## src/smec_pkg.sv

```systemverilog
// Shared constants and types for the step and manual execution sequencer
package smec_pkg;

	// Instruction fields and program position
	localparam int FIELD_W = 4;
	localparam int POS_W = 7;
	localparam logic [6:0] POS_RESET = 7'h00;

	// Operation codes carried in the first field
	localparam logic [3:0] OP_ADD = 4'h1;
	localparam logic [3:0] OP_SUB = 4'h2;
	localparam logic [3:0] OP_MUL = 4'h3;
	localparam logic [3:0] OP_DIV = 4'h4;
	localparam logic [3:0] OP_SHIFT = 4'h5;
	localparam logic [3:0] OP_STORE = 4'h6;
	localparam logic [3:0] OP_PRINT = 4'h7;

	// Motor bar selection
	localparam int BAR_N = 4;
	localparam logic [3:0] BAR_FIRST = 4'h1;
	localparam logic [3:0] BAR_LAST = 4'h4;
	localparam logic [3:0] UNIT_NOPRINT = 4'h0;

	// Register byte offsets
	localparam logic [3:0] REG_STATUS = 4'h0;
	localparam logic [3:0] REG_IRQ_STAT = 4'h4;
	localparam logic [3:0] REG_IRQ_MASK = 4'h8;
	localparam logic [3:0] REG_CTRL = 4'hC;

	// Status register fields
	localparam int STAT_POS_LSB = 0;
	localparam int STAT_HALT_BIT = 8;
	localparam int STAT_ALARM_BIT = 9;
	localparam int STAT_RUN_BIT = 10;
	localparam int STAT_SINGLE_BIT = 11;
	localparam int STAT_MANUAL_BIT = 12;

	// Event bits, shared by status and mask
	localparam int IRQ_W = 4;
	localparam int IRQ_ALARM = 0;
	localparam int IRQ_STEP = 1;
	localparam int IRQ_MANUAL = 2;
	localparam int IRQ_TRUNC = 3;
	localparam logic [3:0] IRQ_MASK_RESET = 4'h0;

	// Control register fields
	localparam int CTRL_START_BIT = 0;
	localparam int CTRL_CLEAR_BIT = 1;

	typedef struct packed {
		logic [3:0] op;
		logic [3:0] addr;
		logic [3:0] unit;
	} smec_instr_t;

	typedef struct packed {
		logic done;
		logic jump;
		logic [6:0] target;
		logic [3:0] leadDigit;
		logic lowLost;
	} smec_result_t;

	typedef enum {ST_HALT, ST_FETCH, ST_EXEC, ST_ALARM} smec_state_t;

	// Number of fields an operation really uses
	function automatic logic [1:0] smec_field_count(input logic [3:0] op);
		case (op)
			OP_STORE: smec_field_count = 2'h1;
			OP_SHIFT: smec_field_count = 2'h2;
			default: smec_field_count = 2'h3;
		endcase
	endfunction

endpackage

```

## src/smec_overflow_check.sv

```systemverilog
// Lost digit check that decides between alarm and silent truncation
`timescale 1ns/100ps
`default_nettype none
module smec_overflow_check
	import smec_pkg::*;
(
	// Finished instruction
	input wire logic [3:0] op,
	input wire logic [3:0] leadDigit,
	input wire logic lowLost,
	// Verdict
	output logic alarm,
	output logic truncEvent
);

	always_comb begin
		alarm = 1'b0;
		truncEvent = 1'b0;
		case (op)
			OP_ADD, OP_SUB: begin
				alarm = (leadDigit != 4'h0);
			end
			OP_DIV: begin
				alarm = (leadDigit != 4'h0);
			end
			OP_MUL: begin
				truncEvent = lowLost;
			end
			default: begin
				alarm = 1'b0;
			end
		endcase
	end

endmodule // smec_overflow_check
`default_nettype wire

```

## src/smec_sequencer.sv

```systemverilog
// Execution sequencer: continuous, single-step and manual dial execution
//
// The Avalon-MM slave port and the placing of the registers are this design's own decisions.
`timescale 1ns/100ps
`default_nettype none
module smec_sequencer
	import smec_pkg::*;
(
	// Clock and reset
	input wire logic core_clk,
	input wire logic rst_n,
	// Avalon-MM slave
	input wire logic [3:0] avsAddress,
	input wire logic avsRead,
	input wire logic avsWrite,
	input wire logic [31:0] avsWriteData,
	input wire logic [3:0] avsByteEnable,
	output logic [31:0] avsReadData,
	output logic avsWaitRequest,
	output logic irq,
	// Operator panel
	input wire logic stepStartButton,
	input wire logic clearButton,
	input wire logic singleStepSwitch,
	input wire logic manualSourceSwitch,
	input wire logic [3:0] dialOp,
	input wire logic [3:0] dialAddr,
	input wire logic [3:0] dialUnit,
	// Lamps
	output logic haltLamp,
	output logic alarmLamp,
	output logic [6:0] progPos,
	// Stored program
	input wire smec_instr_t progInstr,
	// Execution unit
	output logic execStart,
	output smec_instr_t execInstr,
	output logic execManual,
	input wire smec_result_t execResult,
	// Printer carriage
	output logic printEnable,
	output logic [3:0] motorBar
);

	// Sequencer state
	smec_state_t state;
	smec_state_t next_state;
	logic [6:0] pos;
	logic [6:0] next_pos;
	logic singleLatched;
	logic next_singleLatched;
	logic manualLatched;
	logic next_manualLatched;
	logic prevStart;
	smec_instr_t instr;
	smec_instr_t next_instr;
	logic startPulse;
	logic next_startPulse;
	logic printEn;
	logic next_printEn;
	logic [3:0] bar;
	logic [3:0] next_bar;

	// Bus and event state
	logic ack;
	logic next_ack;
	logic [31:0] rdData;
	logic [31:0] next_rdData;
	logic [3:0] irqStat;
	logic [3:0] next_irqStat;
	logic [3:0] irqMask;
	logic [3:0] next_irqMask;

	// Lamp and interrupt state
	logic haltShown;
	logic next_haltShown;
	logic alarmShown;
	logic next_alarmShown;
	logic irqLevel;
	logic next_irqLevel;

	// Combinational helpers
	logic startPress;
	logic softStart;
	logic softClear;
	logic clearReq;
	logic busWrite;
	logic execAlarm;
	logic execTrunc;
	logic [3:0] events;
	logic [3:0] w1c;
	smec_instr_t dialInstr;
	smec_instr_t fetched;
	logic [3:0] barHit;

	// Overflow verdict for the finished instruction
	smec_overflow_check overflowCheck (
		.op(instr.op),
		.leadDigit(execResult.leadDigit),
		.lowLost(execResult.lowLost),
		.alarm(execAlarm),
		.truncEvent(execTrunc)
	);

	// Blank the fields an operation does not use
	function automatic smec_instr_t mask_fields(input smec_instr_t in);
		logic [1:0] used;
		mask_fields = in;
		used = smec_field_count(in.op);
		if (used < 2'h3) begin
			mask_fields.unit = 4'h0;
		end
		if (used < 2'h2) begin
			mask_fields.addr = 4'h0;
		end
	endfunction

	// One comparator per motor bar
	for (genvar b = 0; b < BAR_N; b++) begin : gBar
		assign barHit[b] = (next_instr.addr == BAR_FIRST + 4'(b));
	end

	// Bus decode
	assign busWrite = avsWrite && ack;
	assign softStart = busWrite && (avsAddress == REG_CTRL) && avsByteEnable[0]
		&& avsWriteData[CTRL_START_BIT];
	assign softClear = busWrite && (avsAddress == REG_CTRL) && avsByteEnable[0]
		&& avsWriteData[CTRL_CLEAR_BIT];
	assign clearReq = clearButton || softClear;
	assign startPress = (stepStartButton && !prevStart) || softStart;

	// Instructions from dials and from the program store
	always_comb begin
		dialInstr.op = dialOp;
		dialInstr.addr = dialAddr;
		dialInstr.unit = dialUnit;
		dialInstr = mask_fields(dialInstr);
		fetched = mask_fields(progInstr);
	end

	// Sequencer next state
	always_comb begin
		next_state = state;
		next_pos = pos;
		next_singleLatched = singleLatched;
		next_manualLatched = manualLatched;
		next_instr = instr;
		next_startPulse = 1'b0;
		next_printEn = 1'b0;
		next_bar = bar;
		events = 4'h0;
		case (state)
			ST_HALT: begin
				if (startPress) begin
					next_singleLatched = singleStepSwitch;
					next_manualLatched = manualSourceSwitch;
					if (manualSourceSwitch) begin
						next_instr = dialInstr;
						next_startPulse = 1'b1;
						next_state = ST_EXEC;
					end else begin
						next_state = ST_FETCH;
					end
				end
			end
			ST_FETCH: begin
				next_instr = fetched;
				next_startPulse = 1'b1;
				next_state = ST_EXEC;
			end
			ST_EXEC: begin
				if (execResult.done) begin
					events[IRQ_TRUNC] = execTrunc;
					if (execAlarm) begin
						events[IRQ_ALARM] = 1'b1;
						next_state = ST_ALARM;
					end else if (manualLatched) begin
						events[IRQ_MANUAL] = 1'b1;
						next_state = ST_HALT;
					end else begin
						if (execResult.jump) begin
							next_pos = execResult.target;
						end else begin
							next_pos = pos + 7'h01;
						end
						if (singleLatched) begin
							events[IRQ_STEP] = 1'b1;
							next_state = ST_HALT;
						end else if (singleStepSwitch || manualSourceSwitch) begin
							events[IRQ_STEP] = 1'b1;
							next_state = ST_HALT;
						end else begin
							next_state = ST_FETCH;
						end
					end
				end
			end
			ST_ALARM: begin
				if (clearReq) begin
					next_state = ST_HALT;
				end
			end
			default: begin
				next_state = ST_HALT;
			end
		endcase
		if (next_startPulse) begin
			if (next_instr.op == OP_PRINT && next_instr.unit != UNIT_NOPRINT) begin
				next_printEn = 1'b1;
			end
			if (next_instr.op == OP_PRINT) begin
				next_bar = barHit;
			end else begin
				next_bar = 4'h0;
			end
		end
	end

	// Sequencer registers
	always_ff @(posedge core_clk) begin
		if (!rst_n) begin
			state <= ST_HALT;
			pos <= POS_RESET;
			singleLatched <= 1'b0;
			manualLatched <= 1'b0;
			prevStart <= 1'b0;
			instr <= '0;
			startPulse <= 1'b0;
			printEn <= 1'b0;
			bar <= 4'h0;
		end else begin
			state <= next_state;
			pos <= next_pos;
			singleLatched <= next_singleLatched;
			manualLatched <= next_manualLatched;
			prevStart <= stepStartButton;
			instr <= next_instr;
			startPulse <= next_startPulse;
			printEn <= next_printEn;
			bar <= next_bar;
		end
	end

	// Bus and event next state
	always_comb begin
		next_ack = (avsRead || avsWrite) && !ack;
		next_rdData = rdData;
		next_irqMask = irqMask;
		w1c = 4'h0;
		if (avsRead && !ack) begin
			next_rdData = 32'h0000_0000;
			case (avsAddress)
				REG_STATUS: begin
					next_rdData[STAT_POS_LSB +: POS_W] = pos;
					next_rdData[STAT_HALT_BIT] = (state == ST_HALT) || (state == ST_ALARM);
					next_rdData[STAT_ALARM_BIT] = (state == ST_ALARM);
					next_rdData[STAT_RUN_BIT] = (state == ST_FETCH) || (state == ST_EXEC);
					next_rdData[STAT_SINGLE_BIT] = singleLatched;
					next_rdData[STAT_MANUAL_BIT] = manualLatched;
				end
				REG_IRQ_STAT: begin
					next_rdData[IRQ_W-1:0] = irqStat;
				end
				REG_IRQ_MASK: begin
					next_rdData[IRQ_W-1:0] = irqMask;
				end
				default: begin
					next_rdData = 32'h0000_0000;
				end
			endcase
		end
		if (busWrite && avsByteEnable[0]) begin
			if (avsAddress == REG_IRQ_STAT) begin
				w1c = avsWriteData[IRQ_W-1:0];
			end
			if (avsAddress == REG_IRQ_MASK) begin
				next_irqMask = avsWriteData[IRQ_W-1:0];
			end
		end
		next_irqStat = (irqStat & ~w1c) | events;
	end

	// Bus and event registers
	always_ff @(posedge core_clk) begin
		if (!rst_n) begin
			ack <= 1'b0;
			rdData <= 32'h0000_0000;
			irqStat <= 4'h0;
			irqMask <= IRQ_MASK_RESET;
		end else begin
			ack <= next_ack;
			rdData <= next_rdData;
			irqStat <= next_irqStat;
			irqMask <= next_irqMask;
		end
	end

	// Lamp and interrupt next state
	always_comb begin
		next_haltShown = (next_state == ST_HALT) || (next_state == ST_ALARM);
		next_alarmShown = (next_state == ST_ALARM);
		next_irqLevel = |(next_irqStat & next_irqMask);
	end

	// Lamp and interrupt registers
	always_ff @(posedge core_clk) begin
		if (!rst_n) begin
			haltShown <= 1'b1;
			alarmShown <= 1'b0;
			irqLevel <= 1'b0;
		end else begin
			haltShown <= next_haltShown;
			alarmShown <= next_alarmShown;
			irqLevel <= next_irqLevel;
		end
	end

	// Outputs
	assign avsWaitRequest = (avsRead || avsWrite) && !ack;
	assign avsReadData = rdData;
	assign irq = irqLevel;
	assign haltLamp = haltShown;
	assign alarmLamp = alarmShown;
	assign progPos = pos;
	assign execStart = startPulse;
	assign execInstr = instr;
	assign execManual = manualLatched;
	assign printEnable = printEn;
	assign motorBar = bar;

endmodule // smec_sequencer
`default_nettype wire

```

## config.mk

```make
export PLATFORM = sky130hd
export DESIGN_NAME = smec_sequencer
export DESIGN_NICKNAME = d
export VERILOG_FILES = /design/src/smec_pkg.sv /design/src/smec_overflow_check.sv /design/src/smec_sequencer.sv
export SDC_FILE = /design/constraint.sdc
export NUM_CORES = 1
export LEC_CHECK = 0
export ABC_AREA = 0
export BUFFER_PORTS_ARGS = -buffer_cell sky130_fd_sc_hd__buf_2
export CORE_ASPECT_RATIO = 0.5
export CORE_MARGIN = 3
export CORE_UTILIZATION = 48
export DETAILED_ROUTE_END_ITERATION = 7
export HOLD_SLACK_MARGIN = 0.06
export PLACE_DENSITY = 0.9
export SYNTH_ARGS = -nofsm -noshare
export SYNTH_HDL_FRONTEND = slang
export SYNTH_SLANG_ARGS = --single-unit
```

## constraint.sdc

```tcl
create_clock -name core_clk -period 2.7 [get_ports core_clk]
set_clock_uncertainty 0.05 [all_clocks]
set_input_delay 0.135 -clock core_clk [delete_from_list [all_inputs] [get_ports core_clk]]
set_output_delay 0.135 -clock core_clk [all_outputs]
set_load 0.02 [all_outputs]
```

======== Word level (Yosys, flattened, before mapping) ========
Cells that the tools add are included.
word-level totals
  register bits after elaboration ......... 84
  output and inout port bits .............. 62
  logic and storage cells ................. 123
cells by class
  add/sub/neg operators ................... 1
  $lt $le $gt $ge ......................... 4
  equal/unequal tests ..................... 23
  multiplexer cells ....................... 41
  bitwise logic cells ..................... 6
  reduce and logical (&&, ||, !) cells .... 30
operator list
  operator               count
  $pmux W32 S4           1
  $eq A32 B2 Y1 const B  3
  $eq A32 B3 Y1 const B  3
  $logic_not A32 Y1      3
  $mux W32               3
  $mux W4                11
  $eq A32 B1 Y1 const B  1
  $eq A4 B3 Y1 const B   8
  $mux W12               2
  $pmux W12 S2           1
  $eq A4 B2 Y1 const B   4
  $mux W1                13
  $pmux W4 S3            1
  $logic_and A1 B1 Y1    10
  $and A4 B4 Y4          2
  $eq A4 B1 Y1 const B   2
  $eq A4 B4 Y1 const B   2
  $lt A2 B2 Y1 const B   4
  $pmux W2 S2            2
  $reduce_bool A4 Y1     2
  $add A7 B1 Y7 const B  1
  $logic_or A1 B1 Y1     7
  $mux W7                1
  $mux W2                3
  other kinds (12)       15

======== Longest topological paths before layout ========
  depth after elaboration ................. 10
  mapped depth ............................ 9
  gate-level depth less buffers ........... 7

======== Modules after synthesis ========
From an unflattened synthesis, not the netlist that was laid out.
second synthesis, totals
  cell total of the unflattened synthesis .. 386
  area total of the unflattened synthesis .. 3542.1 sq um
by module, submodules not included
  module               times used  cells an instance  area an instance (sq um)  seq. area each (sq um)
  smec_sequencer       1           378                3482.1                    1681.6
  smec_overflow_check  1           8                  60.1                      0.0

======== Least setup slack after synthesis ========
OpenSTA, ideal clock, no wires.
  path type ............................... register to register
  from .................................... register state[9]
  to ...................................... register bar[2], in the netlist motorBar[2]
  setup time .............................. 70 ps
  data arrival time ....................... 1916 ps
  data required time ...................... 2580 ps
  setup slack ............................. 664 ps
  stages on the path, launching flop included .. 8
  buffers on the path ..................... 0
  path through ............................ dfxtp_1 > nor4_1 > nand2_1 > nor4_4 > nand2_2 > a22oi_2 > or3b_1 > o21ai_1
between the ends
  longest elaborated chain between the ends .. 4
RTL lines
  what                                                RTL line                                      source
  from (decl)                                         smec_sequencer.sv:46                          smec_state_t state;
  from (signal assigned)                              smec_sequencer.sv:232                         state <= next_state;
  $eq A32 B1 Y1 or $logic_not A32 Y1 (tied branches)  smec_sequencer.sv:152                         case (state)
  $pmux W12 S2                                        smec_sequencer.sv:152
  $eq A4 B2 Y1 or $eq A4 B3 Y1 (tied branches)        smec_sequencer.sv:120, smec_sequencer.sv:211
  $mux W4                                             smec_sequencer.sv:211                         if (next_instr.op == OP_PRINT) begin
  to (signal assigned)                                smec_sequencer.sv:240                         bar <= next_bar;
  to (decl)                                           smec_sequencer.sv:61                          logic [3:0] bar;
Several ways; a longest one is shown, not always the timed one.
A chain may end at the register's enable or synchronous reset.

======== Worst setup path after layout ========
  from .................................... register state[27]
  to ...................................... register bar[2], in the netlist motorBar[2]
Same word-level chain as after synthesis.

==> results_dict.tcl <==
set metrics [dict create \
    r2r_cells 7 \
    grt_pass1_wl_um 13800 \
    end_kind "flip-flop" \
    holdPathStages 3 \
    p_leak_nw 2.06 \
    synth_seq_cells 84 \
    finalHoldViolCount 0 \
    synthMuxAreaShare_pct 3.19 \
    tritoncts "built" \
    synth_ff_type "dfxtp_1" \
    grt_max_degree 39 \
    drt-wirelength-per-cell_um 14.5 \
    drtAntennaViolNets 0 \
    fin_cells 612 \
    syn_avg_cell_area_sq_um 9.37 \
    dr_total_vias 3292 \
    ir_drop_uv 349 \
    drt-initial-drc-count 299 \
    clockBufferDepth 2 \
    tns_ps 0 \
    drcViolationCount 0 \
    synth_top_family_by_area "simple AND/OR/NAND/NOR gates" \
    netlist_top_cells_count "dfxtp_1, nor2_1, nand2_1, buf_4, a22oi_1" \
    worst_pin_slew_ps 737 \
    fp.dieW_um 127 \
    ys_warn_count 0 \
    drt_wl_total_um 8900 \
    critPathMaxFanout 17 \
    r2r_start "state[27]$_SDFF_PN0_" \
    first_pass_iters 5 \
    cts.clk_slew.worst_paths_ps 60 \
    worstHoldStart "avsWriteData[0]" \
    synth.distinct_cells 59 \
    final_area_sq_um 4580 \
    overflow 0 \
    synth_top_area_share_pct 48.1 \
    yosysSeqAreaShare_pct 48.1 \
    place_area_sq_um 4130 \
    first_global_vias 2882 \
    pre_cts_slack_ps 349 \
    grt_antenna_before_repair 0 \
    arrival_ps 2590 \
    setup_viol 0 \
    dp_cells 584 \
    synth_compound_area_share_pct 17.3 \
    rows 21 \
    post_cts_buffers 0 \
    synth_xor_area_share_pct 0.752 \
    crit_type "flip-flop to flip-flop" \
    required_ps 2920 \
    maxCapViolCount 0 \
    gr-usage-all-layers_pct 21.1 \
    start_kind "flip-flop" \
    synth_top_area_cell "dfxtp_1" \
    ioPinCount 148 \
    cts.repair.resized 0 \
    rrSetupSlack_ps 330 \
    syn-cell-area_sq_um 3500 \
    cts_root_buf "clkbuf_16" \
    final_layout_size_suffix_gt1_share_pct 25.2 \
    die_area_sq_um 8410 \
    timing.final.crit_share_pct 87.6 \
    status "completed" \
    finish.utilization_pct 66.7 \
    synth_edf_count 0 \
    max_freq_ghz 0.423 \
    synth.most_common_cell "dfxtp_1" \
    viasPerCell 5.38 \
    area_growth_pct 30.9 \
    layout.nets 604 \
    antennaDiodeCount 0 \
    cts_hold_buf 12 \
    synthAdderAreaFrac_pct 1.07 \
    clock_sinks 84 \
    core_sq_um 6860 \
    async_reset_ff_share_pct 0 \
    dp_hpwl_um 6410 \
    slew_viol_final 0 \
    hold_end "irqMask[0]$_SDFF_PN0_" \
    die_h_um 66.3 \
    htreeDepth 3 \
    place_congestion 0.892 \
    power_density_nw_per_um2 607 \
    max-slew-margin-rel_pct 50.4 \
    netlist_top_cells_area "dfxtp_1, nor2_1, buf_4" \
    hold_path.class "input pin to flip-flop" \
    fin_crit_ps 2370 \
    reg2reg_to "motorBar[2]$_SDFFE_PN0P_" \
    numCtsBuffers 9 \
    synth-simple-area-share_pct 22.4 \
    portBuffers 96 \
    layout_setup_ws_ps 335 \
    rsz0062_at_grt "no" \
    clock_latency_ps 340 \
    initial_core_util_pct 51.0 \
    syn_inst 373 \
]
-- stage by stage --
step                      hold WS, ps  total power [W]
final                            74.0          0.00278
after global routing             72.4          0.00286
after CTS                        67.0          0.00279
after detailed placement          355          0.00146
after global placement            345          0.00145
after floorplan                   221          0.00141
-- state kept, by name (all words and copies together) (netlist names) --
signal         flops
ack                1
alarmLamp          1
avsReadData       12
execInstr         12
execManual         1
execStart          1
haltLamp           1
irq                1
irqMask            4
irqStat            4
motorBar           4
prevStart          1
printEnable        1
progPos            7
singleLatched      1
state             32
-- logic make-up (layout without fill, tap and decap cells) --
| kind of cell | after synthesis | after routing |
|---|---|---|
| simple gates | 142 | 142 |
| compound gates | 84 | 84 |
| flops | 84 | 84 |
| buf+inv | 45 | 143 |
| mux | 11 | 11 |
| fa+ha+maj | 3 | 3 |
| xor+xnor | 3 | 3 |
| other cells | 1 | 50 |
-- worst max-delay path: stages (launching register included) --
cell     delay (ps)
dfxtp_1         300
nor4_1          290
nand3_1         260
nor4_4          240
nand2_2         280
a22oi_2         360
or3b_1          370
o21ai_1         130
-- placed cells by master (no fill, tap or decap), types with 6 or more instances in the layout --
master | synthesis | routed
and2_1 | 8 | 8
buf_4 | 20 | 8
dlygate4sd3_1 | 0 | 12
a31oi_1 | 8 | 8
clkbuf_16 | 0 | 9
inv_1 | 8 | 8
conb_1 | 1 | 50
nand3_1 | 14 | 14
nor2_1 | 43 | 43
nand2_1 | 28 | 28
a22oi_1 | 15 | 15
buf_2 | 3 | 96
o21ai_1 | 14 | 14
dfxtp_1 | 84 | 84
mux2i_1 | 10 | 10
o2bb2ai_1 | 6 | 6
a21oi_1 | 11 | 11
nand4_1 | 6 | 6
-- how the worst max path moves through the flow --
| stage | from | endpoint | slack (ps) | cells past startpoint |
|---|---|---|---|---|
| final | state[27]$_SDFF_PN0_ | motorBar[2]$_SDFFE_PN0P_ | 330 | 7 |
| after global routing | state[27]$_SDFF_PN0_ | motorBar[2]$_SDFFE_PN0P_ | 50 | 7 |
| after CTS | state[7]$_SDFF_PN0_ | motorBar[2]$_SDFFE_PN0P_ | 340 | 7 |
| after detailed placement | state[7]$_SDFF_PN0_ | motorBar[2]$_SDFFE_PN0P_ | 350 | 7 |
| after global placement | avsAddress[1] | motorBar[3]$_SDFFE_PN0P_ | 420 | 8 |
| after floorplan | state[9]$_SDFF_PN0_ | motorBar[2]$_SDFFE_PN0P_ | 660 | 7 |
-- cell type report --
cell class,instances,area (sq um)
clock buffers,10,229
multi-input cells,293,1750
fillers,556,2280
flip-flops and latches,84,1680
inverters,11,41.3
clock inverters,6,97.6
repair buffers,116,661
well taps,92,115
-- report_power, final --
| part | switching, W | internal [W] |
|---|---|---|
| clock network | 0.000509 | 0.000821 |
| registers | 0.00000925 | 0.00127 |
| logic | 0.000106 | 0.0000674 |
| total | 0.000624 | 0.00215 |
-- per-layer routing --
layer	GRT usage (%)	vias up	wire length (um)
li1	-	1570	-
met1	25.6	1529	3580
met2	35.0	174	4270
met3	6.94	19	883
met4	8.56	0	172
met5	0	-	0
(Power assumes the default switching activity.)
